--- config.mk ---
export PLATFORM = sky130hd
export DESIGN_NAME = aeg_energy_cal
export DESIGN_NICKNAME = d
export VERILOG_FILES = /design/src/verilog/aeg_pkg.sv /design/src/verilog/aeg_energy_cal.sv
export SDC_FILE = /design/constraint.sdc
export NUM_CORES = 2
export LEC_CHECK = 0
export BUFFER_PORTS_ARGS = -buffer_cell sky130_fd_sc_hd__buf_4
export CORE_MARGIN = 1.5
export CORE_UTILIZATION = 40
export CTS_CLUSTER_DIAMETER = 60
export DETAILED_ROUTE_END_ITERATION = 6
export PLACE_DENSITY_LB_ADDON = 0.05
export SYNTH_ARGS = -nofsm -noshare
export SYNTH_HDL_FRONTEND = slang
export SYNTH_SLANG_ARGS = --single-unit
export TNS_END_PERCENT = 1
--- constraint.sdc ---
create_clock -name mclk -period 22.5 [get_ports mclk]
set_clock_uncertainty 0.2 [all_clocks]
set_input_delay 1.125 -clock mclk [delete_from_list [all_inputs] [get_ports mclk]]
set_output_delay 1.125 -clock mclk [all_outputs]
set_load 0.005 [all_outputs]
--- src/verilog/aeg_pkg.sv ---
// Purpose: constants and types for the active energy gain/offset accumulator
// Assumes: 32-bit classic Wishbone register bus, byte addresses
// Notes: every offset and field is named here once, and every reset value but mode and mask
package aeg_pkg;
  // register byte addresses
  localparam logic [7:0] ADDR_GAIN = 8'h00;
  localparam logic [7:0] ADDR_OFFSET = 8'h04;
  localparam logic [7:0] ADDR_PNUM = 8'h08;
  localparam logic [7:0] ADDR_PDEN = 8'h0C;
  localparam logic [7:0] ADDR_EDIV = 8'h10;
  localparam logic [7:0] ADDR_HCC = 8'h14;
  localparam logic [7:0] ADDR_CTRL = 8'h18;
  localparam logic [7:0] ADDR_STATUS = 8'h1C;
  localparam logic [7:0] ADDR_MASK = 8'h20;
  localparam logic [7:0] ADDR_ENERGY = 8'h24;
  localparam logic [7:0] ADDR_LINE_ENERGY = 8'h28;
  localparam logic [7:0] ADDR_PERIOD = 8'h2C;
  // field widths
  localparam int GAIN_W = 12;
  localparam int OFFSET_W = 16;
  localparam int PULSE_W = 12;
  localparam int EDIV_W = 8;
  localparam int HCC_W = 16;
  localparam int ENERGY_W = 24;
  localparam int PERIOD_W = 16;
  localparam int POWER_W = 22;
  // gain divisor exponent and fine accumulator fraction bits
  localparam int GAIN_SHIFT = 12;
  localparam int OFFSET_FRAC = 8;
  localparam int FINE_FRAC = 33;
  // field positions
  localparam int CTRL_LINE_MODE = 0;
  localparam int ST_LINE_DONE = 0;
  localparam int ST_ZERO_CROSS = 1;
  localparam int ST_ENERGY_WRAP = 2;
  localparam int ST_W = 3;
  // reset values
  localparam logic [GAIN_W-1:0] GAIN_RST = 12'h000;
  localparam logic [OFFSET_W-1:0] OFFSET_RST = 16'h0000;
  localparam logic [PULSE_W-1:0] PNUM_RST = 12'h03F;
  localparam logic [PULSE_W-1:0] PDEN_RST = 12'h03F;
  localparam logic [EDIV_W-1:0] EDIV_RST = 8'h00;
  localparam logic [HCC_W-1:0] HCC_RST = 16'hFFFF;
  // timing counts in input clock cycles
  localparam int UPDATE_CYCLES = 4;
  localparam int PERIOD_UNIT_CYCLES = 8;

  // calibration settings travel together
  typedef struct packed {
    logic signed [GAIN_W-1:0] gain;
    logic signed [OFFSET_W-1:0] offset;
    logic [PULSE_W-1:0] pulseNum;
    logic [PULSE_W-1:0] pulseDen;
    logic [EDIV_W-1:0] energyDiv;
    logic [HCC_W-1:0] halfCycleCount;
    logic lineMode;
  } aeg_cfg_t;
endpackage : aeg_pkg

--- src/verilog/aeg_energy_cal.sv ---
// Purpose: active energy calibration datapath with line cycle accumulation
// Assumes: power samples come from logic on mclk; zero crossing from a pin
// Notes: registers over classic Wishbone, ack one cycle after the strobe
// Overview of operation
// - gain is signed, 0.0244 percent per step
// - energy scaled by one plus gain over 4096
// - energy registers update every fourth clock
// - signed offset added each update interval
// - offset low eight bits are fractional
// - offset step weighs 2^-33 of energy
// - line mode: count, interrupt low, present energy
// - half cycle count sets accumulation time
// - pulse ratio from numerator and denominator
// - divider affects registers, not pulse rate
// - line period measured in eight clock units
//
// The address map and the Wishbone register port are this design's own decisions.
`timescale 1ns/1ps
module aeg_energy_cal (
  input wire logic mclk, // system clock
  input wire logic resetn, // synchronous reset, active low
  input wire logic [7:0] wb_adr_i, // wishbone byte address
  input wire logic [31:0] wb_dat_i, // wishbone write data
  output logic [31:0] wb_dat_o, // wishbone read data
  input wire logic wb_we_i, // wishbone write enable
  input wire logic [3:0] wb_sel_i, // wishbone byte selects
  input wire logic wb_stb_i, // wishbone strobe
  input wire logic wb_cyc_i, // wishbone cycle
  output logic wb_ack_o, // wishbone acknowledge
  input wire logic signed [aeg_pkg::POWER_W-1:0] activePower, // active power sample
  input wire logic zeroCrossIn, // line zero crossing level, asynchronous
  output logic energyPulseOut, // one-cycle energy pulse
  output logic irqN // interrupt, active low level
);
  // configuration and state registers
  aeg_pkg::aeg_cfg_t cfg_reg;
  logic [aeg_pkg::ST_W-1:0] status_reg;
  logic [aeg_pkg::ST_W-1:0] mask_reg;
  logic [aeg_pkg::ENERGY_W-1:0] energy_reg;
  logic [aeg_pkg::ENERGY_W-1:0] lineAccum_reg;
  logic [aeg_pkg::ENERGY_W-1:0] lineEnergy_reg;
  logic [aeg_pkg::PERIOD_W-1:0] period_reg;
  logic [aeg_pkg::PERIOD_W-1:0] periodCnt_reg;
  logic [2:0] periodPre_reg;
  logic [aeg_pkg::HCC_W-1:0] hcCnt_reg;
  logic [aeg_pkg::FINE_FRAC-1:0] frac_reg;
  logic signed [aeg_pkg::EDIV_W+1:0] divCnt_reg;
  logic [15:0] pulseAcc_reg;
  logic [1:0] updPre_reg;
  logic zxMeta_reg;
  logic zxSync_reg;
  logic zxPrev_reg;
  logic ack_reg;
  logic [31:0] rdat_reg;
  logic pulse_reg;

  // bus decode
  // a write lands at the edge where ack is sampled high, never earlier
  wire logic busReq = wb_cyc_i & wb_stb_i;
  wire logic wrStrobe = busReq & wb_we_i & ack_reg;
  wire logic wrGain = wrStrobe & (wb_adr_i == aeg_pkg::ADDR_GAIN);
  wire logic wrOffset = wrStrobe & (wb_adr_i == aeg_pkg::ADDR_OFFSET);
  wire logic wrPnum = wrStrobe & (wb_adr_i == aeg_pkg::ADDR_PNUM);
  wire logic wrPden = wrStrobe & (wb_adr_i == aeg_pkg::ADDR_PDEN);
  wire logic wrEdiv = wrStrobe & (wb_adr_i == aeg_pkg::ADDR_EDIV);
  wire logic wrHcc = wrStrobe & (wb_adr_i == aeg_pkg::ADDR_HCC);
  wire logic wrCtrl = wrStrobe & (wb_adr_i == aeg_pkg::ADDR_CTRL);
  wire logic wrStatus = wrStrobe & (wb_adr_i == aeg_pkg::ADDR_STATUS);
  wire logic wrMask = wrStrobe & (wb_adr_i == aeg_pkg::ADDR_MASK);

  // byte-lane merge so partial writes keep untouched bytes
  function automatic logic [31:0] laneMerge(input logic [31:0] old, input logic [31:0] wd,
                                            input logic [3:0] sel);
    logic [31:0] res;
    res = old;
    for (int i = 0; i < 4; i++) begin
      if (sel[i]) begin
        res[i*8 +: 8] = wd[i*8 +: 8];
      end
    end
    return res;
  endfunction : laneMerge

  wire logic [31:0] mGain = laneMerge({20'h00000, cfg_reg.gain}, wb_dat_i, wb_sel_i);
  wire logic [31:0] mOffset = laneMerge({16'h0000, cfg_reg.offset}, wb_dat_i, wb_sel_i);
  wire logic [31:0] mPnum = laneMerge({20'h00000, cfg_reg.pulseNum}, wb_dat_i, wb_sel_i);
  wire logic [31:0] mPden = laneMerge({20'h00000, cfg_reg.pulseDen}, wb_dat_i, wb_sel_i);
  wire logic [31:0] mEdiv = laneMerge({24'h000000, cfg_reg.energyDiv}, wb_dat_i, wb_sel_i);
  wire logic [31:0] mHcc = laneMerge({16'h0000, cfg_reg.halfCycleCount}, wb_dat_i, wb_sel_i);
  wire logic [31:0] mCtrl = laneMerge({31'h00000000, cfg_reg.lineMode}, wb_dat_i, wb_sel_i);
  wire logic [31:0] mMask = laneMerge({29'h00000000, mask_reg}, wb_dat_i, wb_sel_i);
  wire logic [31:0] mClr = laneMerge(32'h00000000, wb_dat_i, wb_sel_i);

  // read mux; unmapped addresses read zero but are still acknowledged
  logic [31:0] rdMux;
  always_comb begin
    unique case (wb_adr_i)
      aeg_pkg::ADDR_GAIN: rdMux = {20'h00000, cfg_reg.gain};
      aeg_pkg::ADDR_OFFSET: rdMux = {16'h0000, cfg_reg.offset};
      aeg_pkg::ADDR_PNUM: rdMux = {20'h00000, cfg_reg.pulseNum};
      aeg_pkg::ADDR_PDEN: rdMux = {20'h00000, cfg_reg.pulseDen};
      aeg_pkg::ADDR_EDIV: rdMux = {24'h000000, cfg_reg.energyDiv};
      aeg_pkg::ADDR_HCC: rdMux = {16'h0000, cfg_reg.halfCycleCount};
      aeg_pkg::ADDR_CTRL: rdMux = {31'h00000000, cfg_reg.lineMode};
      aeg_pkg::ADDR_STATUS: rdMux = {29'h00000000, status_reg};
      aeg_pkg::ADDR_MASK: rdMux = {29'h00000000, mask_reg};
      aeg_pkg::ADDR_ENERGY: rdMux = {8'h00, energy_reg};
      aeg_pkg::ADDR_LINE_ENERGY: rdMux = {8'h00, lineEnergy_reg};
      aeg_pkg::ADDR_PERIOD: rdMux = {16'h0000, period_reg};
      default: rdMux = 32'h00000000;
    endcase
  end

  // ack one cycle after the request, dropped the cycle after
  always_ff @(posedge mclk) begin
    if (!resetn) begin
      ack_reg <= 1'b0;
      rdat_reg <= 32'h00000000;
    end else begin
      ack_reg <= busReq & ~ack_reg;
      if (busReq & ~ack_reg) begin
        rdat_reg <= rdMux;
      end
    end
  end
  assign wb_ack_o = ack_reg & busReq;
  assign wb_dat_o = rdat_reg;

  wire logic updEn = (updPre_reg == 2'(aeg_pkg::UPDATE_CYCLES - 1));
  always_ff @(posedge mclk) begin
    if (!resetn) begin
      updPre_reg <= 2'h0;
    end else begin
      updPre_reg <= updPre_reg + 2'h1;
    end
  end

  // zero crossing synchroniser; half cycle on either edge
  always_ff @(posedge mclk) begin
    if (!resetn) begin
      zxMeta_reg <= 1'b0;
      zxSync_reg <= 1'b0;
      zxPrev_reg <= 1'b0;
    end else begin
      zxMeta_reg <= zeroCrossIn;
      zxSync_reg <= zxMeta_reg;
      zxPrev_reg <= zxSync_reg;
    end
  end
  wire logic zxRise = zxSync_reg & ~zxPrev_reg;
  wire logic halfCycle = zxSync_reg ^ zxPrev_reg;

  // signed gain, scale by 1 + gain/2^12
  // product keeps full width; the shift drops only gain fraction bits
  wire logic signed [aeg_pkg::POWER_W+aeg_pkg::GAIN_W-1:0] gainProd = activePower * cfg_reg.gain;
  wire logic signed [aeg_pkg::POWER_W:0] gainedPower =
    (aeg_pkg::POWER_W+1)'(activePower) +
    (aeg_pkg::POWER_W+1)'(gainProd >>> aeg_pkg::GAIN_SHIFT);
  // offset has eight fraction bits below the internal lsb
  // fine fraction spans 2^-33 of the visible energy lsb
  wire logic signed [35:0] offsetTerm = 36'(cfg_reg.offset);
  wire logic signed [35:0] powerTerm = 36'(gainedPower) <<< aeg_pkg::OFFSET_FRAC;
  wire logic signed [35:0] fineSum = $signed({3'b000, frac_reg}) + powerTerm + offsetTerm;
  // input width keeps the carry within plus or minus one lsb
  wire logic signed [2:0] carry = fineSum[35:33];
  wire logic carryUp = updEn & (carry == 3'sh1);
  wire logic carryDn = updEn & (carry == -3'sh1);

  // divider prescales only the register path
  wire logic signed [aeg_pkg::EDIV_W+1:0] divLimit = (aeg_pkg::EDIV_W+2)'(cfg_reg.energyDiv) +
    (aeg_pkg::EDIV_W+2)'(1);
  wire logic signed [aeg_pkg::EDIV_W+1:0] divStep = carryUp ? divCnt_reg + 10'sh001 :
    carryDn ? divCnt_reg - 10'sh001 : divCnt_reg;
  // compare by magnitude so a count left from a larger divider
  // steps at once instead of running past a smaller new limit
  wire logic stepUp = (divStep >= divLimit);
  wire logic stepDn = (divStep <= -divLimit);
  wire logic [aeg_pkg::ENERGY_W-1:0] energyNext = stepUp ? energy_reg + 24'h000001 :
    stepDn ? energy_reg - 24'h000001 : energy_reg;
  wire logic energyWrap = (stepUp & (energy_reg == 24'h7FFFFF)) |
    (stepDn & (energy_reg == 24'h800000));

  // fine fraction and divided energy registers
  always_ff @(posedge mclk) begin
    if (!resetn) begin
      frac_reg <= '0;
      divCnt_reg <= '0;
      energy_reg <= '0;
    end else begin
      if (updEn) begin
        frac_reg <= fineSum[aeg_pkg::FINE_FRAC-1:0];
      end
      divCnt_reg <= (stepUp | stepDn) ? '0 : divStep;
      energy_reg <= energyNext;
    end
  end

  // pulse ratio: (num+1)/(den+1) per undivided lsb
  wire logic [15:0] numInc = 16'(cfg_reg.pulseNum) + 16'h0001;
  wire logic [15:0] denLim = 16'(cfg_reg.pulseDen) + 16'h0001;
  wire logic [15:0] pulseSum = carryUp ? pulseAcc_reg + numInc : pulseAcc_reg;
  wire logic pulseFire = (pulseSum >= denLim);
  // backlog drains one pulse per clock, so a ratio settles only while it stays below the clocks between carries
  // negative carries never pulse; reverse energy is not metered out
  always_ff @(posedge mclk) begin
    if (!resetn) begin
      pulseAcc_reg <= 16'h0000;
      pulse_reg <= 1'b0;
    end else begin
      pulseAcc_reg <= pulseFire ? pulseSum - denLim : pulseSum;
      pulse_reg <= pulseFire;
    end
  end
  assign energyPulseOut = pulse_reg;

  // line period in units of eight clocks, saturating
  always_ff @(posedge mclk) begin
    if (!resetn) begin
      periodPre_reg <= 3'h0;
      periodCnt_reg <= '0;
      period_reg <= '0;
    end else begin
      // prescaler restarts at one: the rise clock is the first of its unit,
      // so a period of eight times n clocks reads back as n
      periodPre_reg <= zxRise ? 3'h1 : periodPre_reg + 3'h1;
      if (zxRise) begin
        period_reg <= periodCnt_reg;
        periodCnt_reg <= '0;
      end else if ((periodPre_reg == 3'(aeg_pkg::PERIOD_UNIT_CYCLES - 1)) &&
                   (periodCnt_reg != 16'hFFFF)) begin
        periodCnt_reg <= periodCnt_reg + 16'h0001;
      end
    end
  end

  // count half cycles up to the programmed count
  // a count or mode write restarts the period at once, so the next one starts mid half cycle
  wire logic restartLine = wrHcc | wrCtrl;
  wire logic lineDone = cfg_reg.lineMode & halfCycle &
    ((hcCnt_reg + 16'h0001) >= cfg_reg.halfCycleCount);
  wire logic [aeg_pkg::ENERGY_W-1:0] lineStep = stepUp ? 24'h000001 :
    stepDn ? 24'hFFFFFF : 24'h000000;
  always_ff @(posedge mclk) begin
    if (!resetn) begin
      hcCnt_reg <= '0;
      lineAccum_reg <= '0;
      lineEnergy_reg <= '0;
    end else if (restartLine | ~cfg_reg.lineMode) begin
      hcCnt_reg <= '0;
      lineAccum_reg <= '0;
    end else if (lineDone) begin
      hcCnt_reg <= '0;
      lineEnergy_reg <= lineAccum_reg + lineStep;
      lineAccum_reg <= '0;
    end else begin
      hcCnt_reg <= halfCycle ? hcCnt_reg + 16'h0001 : hcCnt_reg;
      lineAccum_reg <= lineAccum_reg + lineStep;
    end
  end

  // configuration writes
  always_ff @(posedge mclk) begin
    if (!resetn) begin
      cfg_reg.gain <= aeg_pkg::GAIN_RST;
      cfg_reg.offset <= aeg_pkg::OFFSET_RST;
      cfg_reg.pulseNum <= aeg_pkg::PNUM_RST;
      cfg_reg.pulseDen <= aeg_pkg::PDEN_RST;
      cfg_reg.energyDiv <= aeg_pkg::EDIV_RST;
      cfg_reg.halfCycleCount <= aeg_pkg::HCC_RST;
      cfg_reg.lineMode <= 1'b0;
      mask_reg <= '0;
    end else begin
      if (wrGain) cfg_reg.gain <= mGain[aeg_pkg::GAIN_W-1:0];
      if (wrOffset) cfg_reg.offset <= mOffset[aeg_pkg::OFFSET_W-1:0];
      if (wrPnum) cfg_reg.pulseNum <= mPnum[aeg_pkg::PULSE_W-1:0];
      if (wrPden) cfg_reg.pulseDen <= mPden[aeg_pkg::PULSE_W-1:0];
      if (wrEdiv) cfg_reg.energyDiv <= mEdiv[aeg_pkg::EDIV_W-1:0];
      if (wrHcc) cfg_reg.halfCycleCount <= mHcc[aeg_pkg::HCC_W-1:0];
      if (wrCtrl) cfg_reg.lineMode <= mCtrl[aeg_pkg::CTRL_LINE_MODE];
      if (wrMask) mask_reg <= mMask[aeg_pkg::ST_W-1:0];
    end
  end

  // sticky status, write one to clear; a new event beats the clear
  // zero crossing and wrap flags suit polling; mask them for a quiet pin
  wire logic [aeg_pkg::ST_W-1:0] stSet = {energyWrap, halfCycle, lineDone & ~restartLine};
  wire logic [aeg_pkg::ST_W-1:0] stClr = wrStatus ? mClr[aeg_pkg::ST_W-1:0] : '0;
  always_ff @(posedge mclk) begin
    if (!resetn) begin
      status_reg <= '0;
    end else begin
      status_reg <= (status_reg & ~stClr) | stSet;
    end
  end

  // interrupt pin goes low while an unmasked event is pending
  assign irqN = ~|(status_reg & mask_reg);
endmodule : aeg_energy_cal

==> flow_summary.ini <==
[routing]
dr.first_iter.drc_count = 1357
drt-total-wl_um = 82300
ant_nets = 0
first_pass_iters = 5
via_per_inst = 5.35
wire_per_inst_um = 18.6
vias = 23700
drcViolationCount = 0

[timing]
max_slew_margin_pct = 26.2
finalMaxSlewViolations = 0
worst_pin_slew_ps = 1110
finalCritPeriodShare_pct = 83.3
finalSetupViolations = 0
timing_hold_violations_final = 0
setup_ws_ps = 3750
setup_tns_ps = 0
max_clock_freq_mhz = 53.3
min_period_ps = 18750
rsz0062_at_grt = false

[final_layout]
layout_commonest_cell = nand2_1
multi_input_area_um2 = 20800
drive_gt1_share_pct = 6.37
final_cell_mix = nand2_1 (423), inv_1 (395), dfxtp_1 (295)
nets = 4044
largest_register_ff_count = 77
register_area_um2 = 5930
n_antenna_cell = 0
syn2layout_area_growth_pct = 9.44
fillers = 7199

[synthesis]
syn_area_um2 = 28800
avgSynthCellArea_um2 = 8.36
ys_seq_area_share_pct = 20.5
yosys_register_bits = 296
synth_cells = 3450
synth_cell_types = 86
synth_warnings = 0
ys.flop_type = dfxtp_1
synth-async-reset-ratio_pct = 0
synth_edf_count = 0

[die]
row_count = 98
initial_utilization_pct = 40.4
die_w_um = 272
io_pins = 107
die_area_um2 = 73700
die_h_um = 272
coreArea_um2 = 71400

[worst_setup_path]
cp_slowest_stage_delay_ps = 840
critPathLaunchType = register
critPathCaptureType = register
slowest_stage = o31ai_1
reg2reg_slack_ps = 3750
cp.required_ps = 22710
cp.arrival_ps = 18960
cp_max_fo = 24
critPathMostFrequentCell = o21ai_0
critPathTopFamily = compound AO/OA/AOI/OAI gates
path_buf_inv = 6
criticalPathCategory = reg -> reg

[placement]
place_hpwl_um = 62900
io_buffers = 80
place_ws_ps = 3390
place.gp.congestion = 0.844

[power]
power_frac_clock_pct = 32.8
p_sw_share_pct = 35.9
p_leak_nw = 13.9
p_int_mw = 1.23
power.density_nw_per_um2 = 61.0
combPwrFrac_pct = 36.6
peakVddDrop_v = 0.0000723
sequentialPowerShare_pct = 30.7
p_sw_mw = 0.691

[cts]
cts.clk_slew.worst_paths_ps = 60
clockBufferDepth = 3
clk-insertion-delay-late_ps = 570
htreeDepth = 2
hold_buffers = 0
cts.sinks = 296
post-cts-setup-buffers = 0
cts.repair.resized = 0
cts_buffers = 38
cts-root-buf = clkbuf_16
cts_tree = done

[global_routing]
grt_max_degree = 85
grt_pass1_wl_um = 132000
first_global_vias = 24000
grtUsageTotal_pct = 22.5
grt_overflow = 0
antenna_found_initial = 1

[outcome]
status = finished, final reports clean

[job]
max_cap_viol_count = 0

[hold_path]
hp-class = reg -> reg
-- power groups by stage --
stage / Sequential (mW) / Clock (mW) / Combinational [mW]
after floorplan: 0.586 / 0 / 0.572
after global placement: 0.601 / 0 / 0.690
after detailed placement: 0.602 / 0 / 0.702
after CTS: 0.590 / 0.647 / 0.707
after global routing: 0.594 / 0.667 / 0.792
final: 0.590 / 0.631 / 0.704
-- synth_stat cells, types with 43 or more instances --
cell / count / area share [%]
nand2_1: 423 / 5.5
inv_1: 395 / 5.1
dfxtp_1: 296 / 21
nor2_1: 275 / 3.6
fa_1: 268 / 19
ha_1: 248 / 11
a21oi_1: 192 / 3.3
clkbuf_1: 136 / 1.8
xnor2_1: 125 / 3.8
nand3_1: 110 / 1.9
o21ai_0: 107 / 1.9
and2_1: 105 / 2.3
xor2_1: 78 / 2.4
mux2i_1: 77 / 2.7
a21o_1: 51 / 1.3
nor3_1: 46 / 0.80
and3_1: 43 / 0.93
-- routing by layer --
metal | GRT usage [%] | vias up | part of all wire, %
met3 | 2.31 | 97 | 3.9
met2 | 39.5 | 444 | 48
met1 | 29.6 | 11600 | 45
met4 | 5.51 | 0 | 2.3
met5 | 0 | - | 0
li1 | - | 11600 | -
-- final timing paths --
kind,start,cells after the start,to
setup / recovery,cfg_reg[76]$_SDFFE_PN0P_,65,lineEnergy_reg[22]$_SDFFE_PN0P_
hold / removal,updPre_reg[0]$_SDFF_PN0_,1,updPre_reg[0]$_SDFF_PN0_
setup reg to reg,cfg_reg[76]$_SDFFE_PN0P_,65,lineEnergy_reg[22]$_SDFFE_PN0P_
hold reg to reg,updPre_reg[0]$_SDFF_PN0_,1,updPre_reg[0]$_SDFF_PN0_
-- cell families after synthesis --
group	Yosys count	synth area share, %
simple gates	1165	18.9
fa+ha+maj	516	29.4
compound gates	635	14.7
xor+xnor	205	6.30
mux	79	2.75
buf+inv	553	7.43
other cells	1	0.0130
flops	296	20.5
-- worst register-to-register path: cells and delay by family (launching register included) --
| family | cells | cell delay (ps) |
|---|---|---|
| AOI/OAI and AO/OA | 31 | 8540 |
| adders and majority gates | 11 | 4970 |
| and+or+nand+nor | 15 | 2710 |
| buffers and inverters | 6 | 1420 |
| xor gates and xnor gates | 2 | 460 |
| DFF | 1 | 310 |
-- area by class of cell --
type	instances	area share, %
multi-input combinational	2608	65.9
sequential	296	18.8
inverter	396	4.72
tap	950	3.77
clock buffer	52	3.53
timing repair buffer	116	2.76
clock inverter	15	0.519
-- through the flow --
step,hold slack [ps],area (um^2),cells,util (%),total power [mW]
final,225,31600,4433,44.2,1.92
after global routing,247,31600,4433,44.2,2.05
after CTS,228,31600,4433,44.2,1.94
after detailed placement,219,30300,4366,42.4,1.30
after global placement,214,30300,4366,42.4,1.29
after floorplan,199,28900,3457,-,1.16
(Power assumes the default switching activity.)
